==> src/design/flyback_pkg.sv <==
package flyback_pkg;
	// ==========================================================
	// Clock and timing
	localparam int CLK_MHZ = 40;
	localparam int WAKE_LATENCY_NS = 26600;
	localparam int WAKE_CYC = (WAKE_LATENCY_NS * CLK_MHZ + 999) / 1000;
	localparam int DEAD_TIME_PS = 236000;
	localparam int DEAD_CYC = (DEAD_TIME_PS * CLK_MHZ / 1000 + 999) / 1000;
	localparam int AUX_UNIT_PS = 15800;
	localparam int AUX_UNIT_NUM = AUX_UNIT_PS * CLK_MHZ / 1000;
	localparam int AUX_OFFSET_UNITS = 2;
	localparam int COEF_DIV = 65535;
	localparam int ZCD_REF_MV = 2340;
	localparam int LINE_HYST_V = 20;
	localparam int SEQ_PERIOD_CYC = 400;
	localparam int MAX_ON_CYC = 400;
	localparam int VALLEY_MAX = 6;

	// ==========================================================
	// Register offsets (byte addresses)
	localparam logic [7:0] OFF_ENTRY = 8'h00;
	localparam logic [7:0] OFF_EXIT = 8'h04;
	localparam logic [7:0] OFF_WAKE = 8'h08;
	localparam logic [7:0] OFF_PAUSE = 8'h0c;
	localparam logic [7:0] OFF_KNEE = 8'h10;
	localparam logic [7:0] OFF_PERIOD = 8'h14;
	localparam logic [7:0] OFF_BANDMIN = 8'h18;
	localparam logic [7:0] OFF_BANDMAX = 8'h1c;
	localparam logic [7:0] OFF_ZVSON = 8'h20;
	localparam logic [7:0] OFF_BULKSCALE = 8'h24;
	localparam logic [7:0] OFF_KZVS = 8'h28;
	localparam logic [7:0] OFF_KVOUT = 8'h2c;
	localparam logic [7:0] OFF_ZVSDLY = 8'h30;
	localparam logic [7:0] OFF_NEGMAG = 8'h34;
	localparam logic [7:0] OFF_SEQLEN = 8'h38;
	localparam logic [7:0] OFF_STATUS = 8'h3c;

	// ==========================================================
	// Reset values and fixed peak settings
	localparam logic [11:0] RST_ENTRY = 12'h0c8;
	localparam logic [11:0] RST_EXIT = 12'h3e8;
	localparam logic [11:0] RST_WAKE = 12'h190;
	localparam logic [11:0] RST_PAUSE = 12'h12c;
	localparam logic [11:0] RST_KNEE = 12'h640;
	localparam logic [15:0] RST_PERIOD = 16'h0190;
	localparam logic [15:0] RST_BANDMIN = 16'h0118;
	localparam logic [15:0] RST_BANDMAX = 16'h01f4;
	localparam logic [11:0] RST_ZVSON = 12'h0c8;
	localparam logic [15:0] RST_BULKSCALE = 16'h0100;
	localparam logic [15:0] RST_KZVS = 16'h1000;
	localparam logic [15:0] RST_KVOUT = 16'h1000;
	localparam logic [7:0] RST_ZVSDLY = 8'h04;
	localparam logic [7:0] RST_NEGMAG = 8'h00;
	localparam logic [3:0] RST_SEQLEN = 4'h6;
	localparam logic [11:0] SEQ_PEAK0 = 12'h080;
	localparam logic [11:0] SEQ_PEAK1 = 12'h0a0;
	localparam logic [11:0] SEQ_PEAK2 = 12'h0c0;
	localparam logic [11:0] SEQ_PEAK3 = 12'h0e0;
	localparam logic [11:0] EXIT_PEAK = 12'h200;

	// ==========================================================
	// State types
	typedef enum logic [1:0] {M_RUN, M_BOFF, M_WAKE, M_BON} mode_t;
	typedef enum logic [2:0] {P_IDLE, P_DELAY, P_AUX, P_DEAD, P_MAIN} pulse_t;
endpackage

==> src/design/flyback_burst_valley_zvs_control.sv <==
// How it works
// - Feedback below entry level: burst off, sleep.
// - Wake level starts pulses, pause level stops.
// - First burst pulse after fixed wake latency.
// - Burst pulse count fixed, not feedback driven.
// - Common burst period; peaks step, fourth repeats.
// - Above exit level, leave burst immediately.
// - After exit, fixed exit peak for next pulse.
// - Bulk setting disables aux; valley mode then.
// - Band maximum frequency hit: valley count plus one.
// - Keep stepping to sixth; equal band: frequency reduction.
// - Aux pulse, dead time, then main gate.
// - Dead time fixed at 10 cycles (236 ns rounded up, 250 ns).
// - Forced mode sets main period directly.
// - Aux starts configured delay after zero crossing.
// - Line threshold enables aux with 20 V hysteresis.
// - Zero crossing enables main gate pulse.
// - Aux width from bulk and zero-cross terms.
// - Bulk voltage derived from line-sense current.
// - Negative magnetization level is configurable.
// - Fixed frequency varies peak; next region varies period.
`timescale 1ns/10ps
`default_nettype none
module flyback_burst_valley_zvs_control #(
	parameter int SEQ_PERIOD = flyback_pkg::SEQ_PERIOD_CYC,
	parameter int MAX_ON = flyback_pkg::MAX_ON_CYC,
	parameter int VALLEYS = flyback_pkg::VALLEY_MAX
) (
	input wire logic clock,
	input wire logic sys_rst,
	input wire logic [7:0] address,
	input wire logic read,
	input wire logic write,
	input wire logic [31:0] writedata,
	output logic [31:0] readdata,
	output logic waitrequest,
	input wire logic [11:0] feedbackSample,
	input wire logic [11:0] zcdSample,
	input wire logic [11:0] lineSample,
	input wire logic zeroCrossPin,
	input wire logic peakTripPin,
	output logic mainGate,
	output logic zvsGate,
	output logic [11:0] peakLimit,
	output logic sleepMode
);
	// ==========================================================
	// Parameter checks
	if (SEQ_PERIOD < 1 || SEQ_PERIOD > 65535 || MAX_ON < 1 ||
		MAX_ON > 65535 || VALLEYS < 1 || VALLEYS > 7) begin : g_chk
		$error("flyback control parameter out of range");
	end

	localparam logic [15:0] SEQ_PER16 = 16'(SEQ_PERIOD);
	localparam logic [15:0] MAX_ON16 = 16'(MAX_ON);
	localparam logic [2:0] VMAX = 3'(VALLEYS);
	localparam logic [15:0] WAKE_LAST = 16'(flyback_pkg::WAKE_CYC - 1);
	localparam logic [15:0] DEAD_LAST = 16'(flyback_pkg::DEAD_CYC - 1);

	function automatic logic [11:0] seqPeak(input logic [3:0] idx);
		unique case (idx)
			4'h0: seqPeak = flyback_pkg::SEQ_PEAK0;
			4'h1: seqPeak = flyback_pkg::SEQ_PEAK1;
			4'h2: seqPeak = flyback_pkg::SEQ_PEAK2;
			default: seqPeak = flyback_pkg::SEQ_PEAK3;
		endcase
	endfunction

	// ==========================================================
	// Avalon slave: one wait state on every access
	logic ack_reg;
	logic [11:0] entry_reg, exit_reg, wake_reg, pause_reg, knee_reg;
	logic [11:0] zvsOn_reg;
	logic [15:0] period_reg, bandMin_reg, bandMax_reg;
	logic [15:0] bulkScale_reg, kZvs_reg, kVout_reg;
	logic [7:0] zvsDly_reg, negMag_reg;
	logic [3:0] seqLen_reg;
	logic [7:0] status;
	wire logic [7:0] regAddr = {address[7:2], 2'b00};
	wire logic wrHit = write & ack_reg;

	assign waitrequest = (read | write) & ~ack_reg;

	always_ff @(posedge clock) begin
		if (sys_rst)
			ack_reg <= 1'b0;
		else
			ack_reg <= (read | write) & ~ack_reg;
	end

	always_ff @(posedge clock) begin
		if (sys_rst) begin
			entry_reg <= flyback_pkg::RST_ENTRY;
			exit_reg <= flyback_pkg::RST_EXIT;
			wake_reg <= flyback_pkg::RST_WAKE;
			pause_reg <= flyback_pkg::RST_PAUSE;
			knee_reg <= flyback_pkg::RST_KNEE;
			period_reg <= flyback_pkg::RST_PERIOD;
			bandMin_reg <= flyback_pkg::RST_BANDMIN;
			bandMax_reg <= flyback_pkg::RST_BANDMAX;
			zvsOn_reg <= flyback_pkg::RST_ZVSON;
			bulkScale_reg <= flyback_pkg::RST_BULKSCALE;
			kZvs_reg <= flyback_pkg::RST_KZVS;
			kVout_reg <= flyback_pkg::RST_KVOUT;
			zvsDly_reg <= flyback_pkg::RST_ZVSDLY;
			negMag_reg <= flyback_pkg::RST_NEGMAG;
			seqLen_reg <= flyback_pkg::RST_SEQLEN;
		end else if (wrHit) begin
			case (regAddr)
				flyback_pkg::OFF_ENTRY: entry_reg <= writedata[11:0];
				flyback_pkg::OFF_EXIT: exit_reg <= writedata[11:0];
				flyback_pkg::OFF_WAKE: wake_reg <= writedata[11:0];
				flyback_pkg::OFF_PAUSE: pause_reg <= writedata[11:0];
				flyback_pkg::OFF_KNEE: knee_reg <= writedata[11:0];
				flyback_pkg::OFF_PERIOD: period_reg <= writedata[15:0];
				flyback_pkg::OFF_BANDMIN: bandMin_reg <= writedata[15:0];
				flyback_pkg::OFF_BANDMAX: bandMax_reg <= writedata[15:0];
				flyback_pkg::OFF_ZVSON: zvsOn_reg <= writedata[11:0];
				flyback_pkg::OFF_BULKSCALE: bulkScale_reg <= writedata[15:0];
				flyback_pkg::OFF_KZVS: kZvs_reg <= writedata[15:0];
				flyback_pkg::OFF_KVOUT: kVout_reg <= writedata[15:0];
				flyback_pkg::OFF_ZVSDLY: zvsDly_reg <= writedata[7:0];
				flyback_pkg::OFF_NEGMAG: negMag_reg <= writedata[7:0];
				flyback_pkg::OFF_SEQLEN: seqLen_reg <= writedata[3:0];
				default: ;
			endcase
		end
	end

	// Read data is captured in the wait cycle so it stands at the ack edge.
	always_ff @(posedge clock) begin
		if (sys_rst)
			readdata <= 32'h0000_0000;
		else if (read & ~ack_reg) begin
			case (regAddr)
				flyback_pkg::OFF_ENTRY: readdata <= {20'h0, entry_reg};
				flyback_pkg::OFF_EXIT: readdata <= {20'h0, exit_reg};
				flyback_pkg::OFF_WAKE: readdata <= {20'h0, wake_reg};
				flyback_pkg::OFF_PAUSE: readdata <= {20'h0, pause_reg};
				flyback_pkg::OFF_KNEE: readdata <= {20'h0, knee_reg};
				flyback_pkg::OFF_PERIOD: readdata <= {16'h0, period_reg};
				flyback_pkg::OFF_BANDMIN: readdata <= {16'h0, bandMin_reg};
				flyback_pkg::OFF_BANDMAX: readdata <= {16'h0, bandMax_reg};
				flyback_pkg::OFF_ZVSON: readdata <= {20'h0, zvsOn_reg};
				flyback_pkg::OFF_BULKSCALE: readdata <= {16'h0, bulkScale_reg};
				flyback_pkg::OFF_KZVS: readdata <= {16'h0, kZvs_reg};
				flyback_pkg::OFF_KVOUT: readdata <= {16'h0, kVout_reg};
				flyback_pkg::OFF_ZVSDLY: readdata <= {24'h0, zvsDly_reg};
				flyback_pkg::OFF_NEGMAG: readdata <= {24'h0, negMag_reg};
				flyback_pkg::OFF_SEQLEN: readdata <= {28'h0, seqLen_reg};
				flyback_pkg::OFF_STATUS: readdata <= {24'h0, status};
				default: readdata <= 32'h0000_0000;
			endcase
		end
	end

	// ==========================================================
	// Pin synchronisers
	logic zc1, zc2, zc3, tr1, tr2;
	always_ff @(posedge clock) begin
		if (sys_rst) begin
			{zc1, zc2, zc3, tr1, tr2} <= 5'h00;
		end else begin
			{zc1, zc2, zc3} <= {zeroCrossPin, zc1, zc2};
			{tr1, tr2} <= {peakTripPin, tr1};
		end
	end
	wire logic zcEdge = zc2 & ~zc3;

	// ==========================================================
	// Bulk voltage, aux enable and aux width, one stage registered
	logic [11:0] bulkV_reg;
	logic [15:0] auxCyc_reg;
	logic zvsActive_reg;
	logic [27:0] bulkProd;
	logic [27:0] t1Prod;
	logic [27:0] t2Prod;
	logic [11:0] zcdDiff;
	logic [13:0] units;
	logic [23:0] cycCalc;
	always_comb begin
		bulkProd = lineSample * bulkScale_reg;
		t1Prod = bulkV_reg * kZvs_reg;
		zcdDiff = (zcdSample < 12'(flyback_pkg::ZCD_REF_MV)) ?
			12'(flyback_pkg::ZCD_REF_MV) - zcdSample : 12'h000;
		t2Prod = zcdDiff * kVout_reg;
		units = 14'(t1Prod / flyback_pkg::COEF_DIV)
			+ 14'(flyback_pkg::AUX_OFFSET_UNITS)
			+ 14'(t2Prod / (flyback_pkg::COEF_DIV * 1000))
			+ 14'(negMag_reg);
		cycCalc = 24'((units * flyback_pkg::AUX_UNIT_NUM + 999) / 1000);
	end

	always_ff @(posedge clock) begin
		if (sys_rst) begin
			bulkV_reg <= 12'h000;
			auxCyc_reg <= 16'h0001;
		end else begin
			bulkV_reg <= bulkProd[19:8];
			auxCyc_reg <= (cycCalc == 24'h0) ? 16'h0001 : cycCalc[15:0];
		end
	end

	// Hysteresis keeps the aux path from chattering on line ripple.
	always_ff @(posedge clock) begin
		if (sys_rst)
			zvsActive_reg <= 1'b0;
		else if (bulkV_reg >= zvsOn_reg)
			zvsActive_reg <= 1'b1;
		else if (13'(bulkV_reg) + 13'(flyback_pkg::LINE_HYST_V)
			< 13'(zvsOn_reg))
			zvsActive_reg <= 1'b0;
	end

	// ==========================================================
	// Burst mode state machine
	flyback_pkg::mode_t mode_reg;
	flyback_pkg::pulse_t pulse_reg;
	logic [15:0] wakeCnt_reg, periodCnt_reg, pCnt_reg;
	logic [3:0] seqIdx_reg;
	logic exitPending_reg;
	logic [2:0] valleyCnt_reg, edgeCnt_reg;
	wire logic fbExit = feedbackSample > exit_reg;
	wire logic wakeDone = (mode_reg == flyback_pkg::M_WAKE) && !fbExit &&
		wakeCnt_reg == WAKE_LAST;
	wire logic freqReduce = bandMin_reg == bandMax_reg;
	// Widened so a crossing count saturated at 7 still meets the target.
	wire logic valleyHit = {1'b0, edgeCnt_reg} + 4'h1 >=
		{1'b0, valleyCnt_reg};

	always_ff @(posedge clock) begin
		if (sys_rst) begin
			mode_reg <= flyback_pkg::M_RUN;
			wakeCnt_reg <= 16'h0000;
		end else begin
			wakeCnt_reg <= wakeCnt_reg + 16'h0001;
			unique case (mode_reg)
				flyback_pkg::M_RUN:
					if (feedbackSample < entry_reg)
						mode_reg <= flyback_pkg::M_BOFF;
				flyback_pkg::M_BOFF:
					if (fbExit)
						mode_reg <= flyback_pkg::M_RUN;
					else if (feedbackSample > wake_reg) begin
						mode_reg <= flyback_pkg::M_WAKE;
						wakeCnt_reg <= 16'h0000;
					end
				flyback_pkg::M_WAKE:
					if (fbExit)
						mode_reg <= flyback_pkg::M_RUN;
					else if (wakeDone)
						mode_reg <= flyback_pkg::M_BON;
				flyback_pkg::M_BON:
					if (fbExit)
						mode_reg <= flyback_pkg::M_RUN;
					else if (feedbackSample < pause_reg)
						mode_reg <= flyback_pkg::M_BOFF;
			endcase
		end
	end

	always_ff @(posedge clock) begin
		if (sys_rst)
			sleepMode <= 1'b0;
		else
			sleepMode <= mode_reg == flyback_pkg::M_BOFF;
	end

	// ==========================================================
	// Pulse scheduling
	logic [15:0] target;
	logic goBurst, goRun, goZvs, goMain;
	always_comb begin
		// Below the knee the period stretches while the peak stays put.
		target = (feedbackSample >= knee_reg) ? period_reg :
			period_reg + 16'({knee_reg - feedbackSample, 2'b00});
		goBurst = pulse_reg == flyback_pkg::P_IDLE && (wakeDone ||
			(mode_reg == flyback_pkg::M_BON && !fbExit &&
			feedbackSample >= pause_reg && seqIdx_reg < seqLen_reg &&
			periodCnt_reg >= SEQ_PER16));
		goRun = pulse_reg == flyback_pkg::P_IDLE &&
			mode_reg == flyback_pkg::M_RUN &&
			periodCnt_reg >= target && zcEdge;
		goZvs = goRun && zvsActive_reg;
		goMain = goBurst || (goRun && !zvsActive_reg && (freqReduce ||
			valleyHit));
	end

	always_ff @(posedge clock) begin
		if (sys_rst) begin
			pulse_reg <= flyback_pkg::P_IDLE;
			pCnt_reg <= 16'h0000;
			mainGate <= 1'b0;
			zvsGate <= 1'b0;
		end else begin
			pCnt_reg <= pCnt_reg + 16'h0001;
			unique case (pulse_reg)
				flyback_pkg::P_IDLE:
					if (goMain) begin
						pulse_reg <= flyback_pkg::P_MAIN;
						mainGate <= 1'b1;
						pCnt_reg <= 16'h0000;
					end else if (goZvs) begin
						pulse_reg <= flyback_pkg::P_DELAY;
						pCnt_reg <= 16'h0000;
					end
				flyback_pkg::P_DELAY:
					if (pCnt_reg >= 16'(zvsDly_reg)) begin
						pulse_reg <= flyback_pkg::P_AUX;
						zvsGate <= 1'b1;
						pCnt_reg <= 16'h0000;
					end
				flyback_pkg::P_AUX:
					if (pCnt_reg >= auxCyc_reg - 16'h0001) begin
						pulse_reg <= flyback_pkg::P_DEAD;
						zvsGate <= 1'b0;
						pCnt_reg <= 16'h0000;
					end
				flyback_pkg::P_DEAD:
					if (pCnt_reg == DEAD_LAST) begin
						pulse_reg <= flyback_pkg::P_MAIN;
						mainGate <= 1'b1;
						pCnt_reg <= 16'h0000;
					end
				flyback_pkg::P_MAIN:
					if (tr2 || pCnt_reg == MAX_ON16 - 16'h0001) begin
						pulse_reg <= flyback_pkg::P_IDLE;
						mainGate <= 1'b0;
					end
				default: begin
					pulse_reg <= flyback_pkg::P_IDLE;
					mainGate <= 1'b0;
					zvsGate <= 1'b0;
				end
			endcase
		end
	end

	wire logic mainStart = pulse_reg != flyback_pkg::P_MAIN &&
		(goMain || (pulse_reg == flyback_pkg::P_DEAD &&
		pCnt_reg == DEAD_LAST));

	// Period counter saturates so a long burst pause cannot wrap it.
	always_ff @(posedge clock) begin
		if (sys_rst)
			periodCnt_reg <= 16'h0000;
		else if (mainStart)
			periodCnt_reg <= 16'h0001;
		else if (periodCnt_reg != 16'hffff)
			periodCnt_reg <= periodCnt_reg + 16'h0001;
	end

	always_ff @(posedge clock) begin
		if (sys_rst)
			edgeCnt_reg <= 3'h0;
		else if (mainGate)
			edgeCnt_reg <= 3'h0;
		else if (zcEdge && edgeCnt_reg != 3'h7)
			edgeCnt_reg <= edgeCnt_reg + 3'h1;
	end

	always_ff @(posedge clock) begin
		if (sys_rst)
			valleyCnt_reg <= 3'h1;
		else if (goMain && goRun && !freqReduce) begin
			if (periodCnt_reg < bandMin_reg && valleyCnt_reg < VMAX)
				valleyCnt_reg <= valleyCnt_reg + 3'h1;
			else if (periodCnt_reg > bandMax_reg && valleyCnt_reg > 3'h1)
				valleyCnt_reg <= valleyCnt_reg - 3'h1;
		end
	end

	always_ff @(posedge clock) begin
		if (sys_rst)
			seqIdx_reg <= 4'h0;
		else if (mode_reg != flyback_pkg::M_WAKE &&
			mode_reg != flyback_pkg::M_BON)
			seqIdx_reg <= 4'h0;
		else if (goBurst && seqIdx_reg != 4'hf)
			seqIdx_reg <= seqIdx_reg + 4'h1;
	end

	// A new exit wins over the clear by a pulse in the same cycle.
	always_ff @(posedge clock) begin
		if (sys_rst)
			exitPending_reg <= 1'b0;
		else if (mode_reg != flyback_pkg::M_RUN && fbExit)
			exitPending_reg <= 1'b1;
		else if (mainStart)
			exitPending_reg <= 1'b0;
	end

	always_ff @(posedge clock) begin
		if (sys_rst)
			peakLimit <= 12'h000;
		else if (mainStart) begin
			if (exitPending_reg)
				peakLimit <= flyback_pkg::EXIT_PEAK;
			else if (mode_reg != flyback_pkg::M_RUN)
				peakLimit <= seqPeak(seqIdx_reg);
			else if (feedbackSample >= knee_reg)
				peakLimit <= feedbackSample;
			else
				peakLimit <= knee_reg;
		end
	end

	assign status = {freqReduce, zvsActive_reg, valleyCnt_reg,
		exitPending_reg, mode_reg};

	// ==========================================================
	// Assertions
	property p_entry;
		@(posedge clock) disable iff (sys_rst)
		mode_reg == flyback_pkg::M_RUN && feedbackSample < entry_reg
		|=> mode_reg == flyback_pkg::M_BOFF ##1 sleepMode;
	endproperty
	a_entry: assert property (p_entry) else $error("no burst entry");

	property p_wake;
		@(posedge clock) disable iff (sys_rst)
		mode_reg == flyback_pkg::M_BOFF && !fbExit &&
		feedbackSample > wake_reg |=> mode_reg == flyback_pkg::M_WAKE;
	endproperty
	a_wake: assert property (p_wake) else $error("no wake");

	property p_latency;
		@(posedge clock) disable iff (sys_rst)
		wakeDone |=> mainGate && mode_reg == flyback_pkg::M_BON;
	endproperty
	a_latency: assert property (p_latency) else $error("late pulse");

	property p_exit;
		@(posedge clock) disable iff (sys_rst)
		mode_reg != flyback_pkg::M_RUN && fbExit
		|=> mode_reg == flyback_pkg::M_RUN;
	endproperty
	a_exit: assert property (p_exit) else $error("slow exit");

	property p_exitPeak;
		@(posedge clock) disable iff (sys_rst)
		mainStart && exitPending_reg
		|=> peakLimit == flyback_pkg::EXIT_PEAK;
	endproperty
	a_exitPeak: assert property (p_exitPeak) else $error("exit peak");

	property p_seqPeak;
		@(posedge clock) disable iff (sys_rst)
		goBurst && !exitPending_reg && seqIdx_reg >= 4'h3
		|=> peakLimit == flyback_pkg::SEQ_PEAK3;
	endproperty
	a_seqPeak: assert property (p_seqPeak) else $error("seq peak");

	property p_dead;
		@(posedge clock) disable iff (sys_rst)
		$fell(zvsGate) |-> !mainGate [*8] ##1 !mainGate [*2]
		##1 $rose(mainGate);
	endproperty
	a_dead: assert property (p_dead) else $error("dead time");

	property p_noOverlap;
		@(posedge clock) disable iff (sys_rst)
		!(mainGate && zvsGate);
	endproperty
	a_noOverlap: assert property (p_noOverlap) else $error("overlap");

	property p_valley;
		@(posedge clock) disable iff (sys_rst)
		goMain && goRun && !freqReduce &&
		periodCnt_reg < bandMin_reg && valleyCnt_reg < VMAX
		|=> valleyCnt_reg == $past(valleyCnt_reg) + 3'h1;
	endproperty
	a_valley: assert property (p_valley) else $error("valley step");

	property p_auxDelay;
		@(posedge clock) disable iff (sys_rst)
		goZvs && zvsDly_reg == 8'h00 |=> ##1 $rose(zvsGate);
	endproperty
	a_auxDelay: assert property (p_auxDelay) else $error("aux delay");

	c_burst: cover property (@(posedge clock) disable iff (sys_rst)
		mode_reg == flyback_pkg::M_BOFF ##1 mode_reg == flyback_pkg::M_WAKE);
	c_bon: cover property (@(posedge clock) disable iff (sys_rst)
		wakeDone ##1 mainGate);
	c_zvs: cover property (@(posedge clock) disable iff (sys_rst)
		$fell(zvsGate) ##10 mainGate);
	c_step: cover property (@(posedge clock) disable iff (sys_rst)
		valleyCnt_reg == 3'h2);
endmodule
`default_nettype wire

==> config.mk <==
export PLATFORM = sky130hd
export DESIGN_NAME = flyback_burst_valley_zvs_control
export DESIGN_NICKNAME = d
export VERILOG_FILES = /design/src/design/flyback_pkg.sv /design/src/design/flyback_burst_valley_zvs_control.sv
export SDC_FILE = /design/constraint.sdc
export NUM_CORES = 2
export LEC_CHECK = 0
export BUFFER_PORTS_ARGS = -buffer_cell sky130_fd_sc_hd__buf_2
export CAP_MARGIN = 25
export CORE_ASPECT_RATIO = 1.5
export CORE_UTILIZATION = 62
export DETAILED_ROUTE_END_ITERATION = 6
export PLACE_DENSITY = 0.87
export SYNTH_ARGS = -nofsm -noshare
export SYNTH_HDL_FRONTEND = slang
export SYNTH_SLANG_ARGS = --single-unit
==> constraint.sdc <==
create_clock -name clock -period 95.2 [get_ports clock]
set_clock_uncertainty 0.05 [all_clocks]
set_input_delay 19.04 -clock clock [delete_from_list [all_inputs] [get_ports clock]]
set_output_delay 19.04 -clock clock [all_outputs]
set_load 0.005 [all_outputs]
## Word-level counts from Yosys, hierarchy flattened

Index checks and enable logic that the tools add are counted.

- Register bits after elaboration: 334
- Input port bits: 82

- Add/sub/neg operators: 17
- Multipliers: 4
- Div/mod/pow operators: 3
- Order comparisons: 19
- Eq/ne operators: 44
- Mux-type cells: 46
- Bitwise gates (word level): 9
- Reduce and logical (&&, ||, !) cells: 67

Operators by type and width:

| kind | count |
|---|---|
| $pmux 16 s16 | 1 |
| $mux 16 | 9 |
| $pmux 16 s4 | 1 |
| $mul 12x16->28 | 2 |
| $add 16x1->16 const B | 3 |
| $eq 6x4->1 const B | 8 |
| $mux 12 | 4 |
| $ge 12x12->1 | 3 |
| $div 28x16->32 const B | 1 |
| $div 28x26->32 const B | 1 |
| $div 32x10->32 const B | 1 |
| $ge 16x16->1 | 2 |
| $reduce_and 2->1 | 16 |
| $add 24x10->25 const B | 1 |
| $eq 6x3->1 const B | 4 |
| $gt 12x12->1 | 2 |
| $logic_not 24->1 | 1 |
| $lt 12x12->1 | 2 |
| $mux 3 | 8 |
| $logic_and 1x1->1 | 23 |
| $mul 14x7->21 const B | 1 |
| $pmux 7 s3 | 1 |
| $mul 12x16->20 | 1 |
| $ne 3x3->1 const B | 6 |
| other kinds (59) | 107 |

## Depth between registers and ports, before layout

- Depth in word-level cells: 13
- Depth in mapped cells: 158
- Mapped depth without buffers: 142

## Worst setup path before layout

No wires, ideal clock.

- Kind: input -> register
- Start point: input port zcdSample[0]
- End point: register auxCyc_reg[14]
- Setup time: 136 ps
- Arrival time: 47953 ps
- Data required time: 95014 ps
- Slack: 47062 ps
- Stages: 144
- Path buffers: 7
- Cell sequence: inv_1 -> ha_1 -> nor2b_1 -> nand2b_1 -> nand2_1 -> nand2_1 -> a21o_1 -> o31a_1 -> clkbuf_1 -> nor2_1 -> clkbuf_1 -> nand2_1 -> fa_1 -> inv_1 -> ha_1 -> fa_1 -> inv_1 -> fa_1 -> [... 108 more ...] -> a2111oi_4 -> a2111o_1 -> o311ai_2 -> or3_4 -> nand2b_4 -> a221o_1 -> or2_1 -> buf_6 -> o211a_4 -> a2111oi_4 -> o2111ai_2 -> a22o_1 -> xor2_1 -> and2_1 -> or4_1 -> a211o_1 -> a31oi_4 -> nor3_1

- Word-level cells in the longest chain between the ends: 11
- Elaborated cells on any way between the ends: 12
- Classes of those cells: add/sub: 4; mul: 2; div: 2; order compare: 1; mux: 1; reduce/logical: 2

RTL lines:

| item | RTL line | text |
|---|---|---|
| start: declaration | flyback_burst_valley_zvs_control.sv:38 | `input wire logic [11:0] zcdSample,` |
| $sub 12x12->12 / $lt 12x12->1 (equally long branches) | flyback_burst_valley_zvs_control.sv:185, flyback_burst_valley_zvs_control.sv:184 |  |
| $mux 12 (*) | flyback_burst_valley_zvs_control.sv:184 | `zcdDiff = (zcdSample < 12'(flyback_pkg::ZCD_REF_MV)) ?` |
| $mul 12x16->28 (*) | flyback_burst_valley_zvs_control.sv:186 | `t2Prod = zcdDiff * kVout_reg;` |
| $div 28x26->32 (*) | flyback_burst_valley_zvs_control.sv:189 | `+ 14'(t2Prod / (flyback_pkg::COEF_DIV * 1000))` |
| $add 14x14->14 (*) | flyback_burst_valley_zvs_control.sv:189 |  |
| $add 14x8->14 (*) | flyback_burst_valley_zvs_control.sv:190 | `+ 14'(negMag_reg);` |
| $mul 14x7->21 (*) | flyback_burst_valley_zvs_control.sv:191 | `cycCalc = 24'((units * flyback_pkg::AUX_UNIT_NUM + 999) / 1000);` |
| $add 24x10->25 (*) | flyback_burst_valley_zvs_control.sv:191 |  |
| $div 32x10->32 (*) | flyback_burst_valley_zvs_control.sv:191 |  |
| $logic_not 24->1 | flyback_burst_valley_zvs_control.sv:200 | `auxCyc_reg <= (cycCalc == 24'h0) ? 16'h0001 : cycCalc[15:0];` |
| $reduce_or 2->1 (no line) | -- |  |
| end signal: assignment | flyback_burst_valley_zvs_control.sv:200 |  |
| end: declaration | flyback_burst_valley_zvs_control.sv:173 | `logic [15:0] auxCyc_reg;` |

Mark *: on every way between the ends. The rest lies on a longest branch, timed or not.
A chain may end at the register's enable or synchronous reset.

## Worst setup path after layout

Same ends and word-level chain as after synthesis.

==> flow_summary.ini <==
[logic_synthesis]
yosysTopAreaCell = fa_1
avgSynthCellArea_um2 = 7.743
synthCells = 6704
syn_area_um2 = 51910
postSynth.asyncResetShare_pct = 0
yosysUniqueCellTypes = 164
synth_area_leaders = fa_1 (17%), dfxtp_1 (12%), ha_1 (10%)
ys_ff_latch = 318
synth_edf_count = 0
yosys_warnings = 0
synth_flop_cell = dfxtp_1
yosysTopAreaCellShare_pct = 16.51
ys_seq_area_share_pct = 12.26

[sta]
finalWorstPathRequiredPeriod_ns = 54.70
fmax_mhz = 18.28
post-route-period-util_pct = 57.45
setup_tns_ns = 0
slew_violations = 0
setup_viol = 0
maxSlewHeadroom_pct = 26.63
final_hold_viol_count = 0
tightest_slew_ns = 1.092
rsz0062_at_grt = false

[placement]
io_buffer_count = 95
placed_cells = 7683
post-dp-hpwl_mm = 128.5
gp_congestion = 1.031

[grt]
grt_pass1_vias = 49820
antenna_found_initial = 18
grt_max_degree = 115
grt_pass1_wl_mm = 259.4
grt_overflow = 0
grt_use_total_pct = 38.12

[clocking]
postCtsHoldBufs = 0
cts_tree = yes
post_cts_buffers = 0
clock_sinks = 318
cts_resized = 0
cts_buffers = 30
clockBufferDepth = 3
clk_pin_slew_ns = 0.07
cts-root-buf = clkbuf_16
clock_latency_ns = 0.64
htreeDepth = 1

[floorplanning]
io_pins = 130
die_y_um = 356.4
die_w_um = 238.3
core-area_um2 = 82640
die-area_um2 = 84910
fp-row-count = 129
start_util_pct = 62.81

[setup_path]
path_class = input pin to flip-flop
cp-start-kind = input pin
crit_path_max_fanout = 12
cp_data_required_time_ns = 95.64
end_kind = flip-flop
crit_path_max_incr_delay_ns = 0.78
arrival_ns = 55.13
crit_slowest_cell = xnor2_1
cp_common_cell = a21oi_1

[detailed_routing]
vias_per_cell = 6.453
drt.antenna.violating_nets = 0
vias = 50050
drt_pass1_iterations = 6
routed_wl_mm = 164.3
wl_per_cell_um = 21.18
drt-initial-drc-count = 4178
drcViolationCount = 0

[layout]
final-seq-area_um2 = 6366
area_delta_synth_final_pct = 3.939
fin_nets = 7533
stdcell_count = 7755
n_fill_cell = 7036
multi_input_area_um2 = 41630
drive_above_1_share_pct = 6.804

[run]
drv_cap = 0

[run_status]
status = completed

[worst_hold_path]
hold_path_class = flip-flop to flip-flop
## kinds of logic after synthesis
kind of cell	Yosys count	synth area share, %
other	2	0.01447
buffers and inverters	1002	7.704
adders and majority gates	851	26.69
AOI/OAI and AO/OA	1529	21.23
DFF	318	12.26
muxes	65	1.306
and+or+nand+nor	2567	24.34
xor gates and xnor gates	370	6.457
## path summary, 6_finish.rpt
path | start | end | slack, ns | cells after the start
setup reg to reg | bulkV_reg[4]$_SDFF_PP0_ | auxCyc_reg[14]$_SDFF_PP0_ | 50.48 | 132
hold reg to reg | readdata[2]$_SDFFE_PP0P_ | readdata[2]$_SDFFE_PP0P_ | 0.41 | 2
setup / recovery | zcdSample[0] | auxCyc_reg[14]$_SDFF_PP0_ | 40.50 | 142
hold / removal | readdata[2]$_SDFFE_PP0P_ | readdata[2]$_SDFFE_PP0P_ | 0.41 | 2
## worst max-delay path, delay by kind of cell
kind,cells,cell delay [ns]
AO/OA/AOI/OAI,64,16.19
XOR/XNOR,5,2.00
adder cells (fa/ha/maj),13,5.58
buffers and inverters,16,2.46
multiplexers,2,0.83
AND/OR/NAND/NOR,42,8.87
## cell usage after synthesis (36+ instances only)
cell type,instances
nand2_1,1045
inv_1,706
a21oi_1,442
fa_1,428
ha_1,419
nor2_1,403
dfxtp_1,318
and2_1,247
clkbuf_1,222
xnor2_1,217
o21ai_0,192
xor2_1,140
nand3_1,134
nor3_1,129
a21o_1,89
nand2b_1,83
nand4_1,82
nor2b_1,67
a22oi_1,66
and3_1,56
a31oi_1,55
o211ai_1,54
mux2i_1,52
nor4_1,45
nand3b_1,44
o21ai_1,41
a211oi_1,40
o21bai_1,40
o21a_1,38
a22o_1,36
## routing by layer
| metal | up-vias | track usage, % | wire [um] |
|---|---|---|---|
| met5 | - | 0 | 107 |
| met4 | 16 | 29.71 | 14710 |
| met3 | 905 | 8.039 | 14170 |
| met2 | 2407 | 65.89 | 78990 |
| met1 | 23900 | 40.40 | 56290 |
| li1 | 22820 | - | - |
## through the flow
| stage | hold slack, ns | setup slack [ns] | area, um^2 | utilization [%] |
|---|---|---|---|---|
| 2_1_floorplan | 0.3638 | 47.06 | 51980 | - |
| 3_3_place_gp | 0.3682 | 40.81 | 52830 | 63.93 |
| 3_5_place_dp | 0.3933 | 40.36 | 52860 | 63.97 |
| 4_1_cts | 0.4087 | 40.83 | 53900 | 65.22 |
| 5_1_grt | 0.4130 | 38.05 | 53930 | 65.26 |
| 6_report | 0.4107 | 40.50 | 53950 | 65.29 |
## area by class of cell
class | count | area share (%)
sequential | 318 | 11.80
antenna | 14 | 0.06493
tap | 1113 | 2.581
inverter | 709 | 4.933
multi-input combinational | 5404 | 77.16
timing repair buffer | 141 | 1.544
clock buffer | 38 | 1.521
clock inverter | 18 | 0.3966
## placed cells by master, fill, tap and decap left out, drive strengths merged, types with 27 or more instances in the layout
master / instances
nand2: 1049
inv: 709
a21oi: 462
fa: 428
ha: 419
nor2: 410
dfxtp: 318
and2: 253
o21ai: 241
xnor2: 223
xor2: 145
nor3: 145
buf: 140
nand3: 138
a21o: 92
nand2b: 85
nand4: 83
a22oi: 71
nor2b: 67
and3: 60
a31oi: 59
o211ai: 59
nor4: 55
mux2i: 53
a211oi: 53
or2: 47
nand3b: 44
o21bai: 41
o21a: 40
clkbuf: 39
a22o: 36
a221oi: 33
or3: 33
o31ai: 29
a2111oi: 27
Power is not shown: default switching activity piles up to over one toggle a cycle in this logic, so the estimate is an artifact.
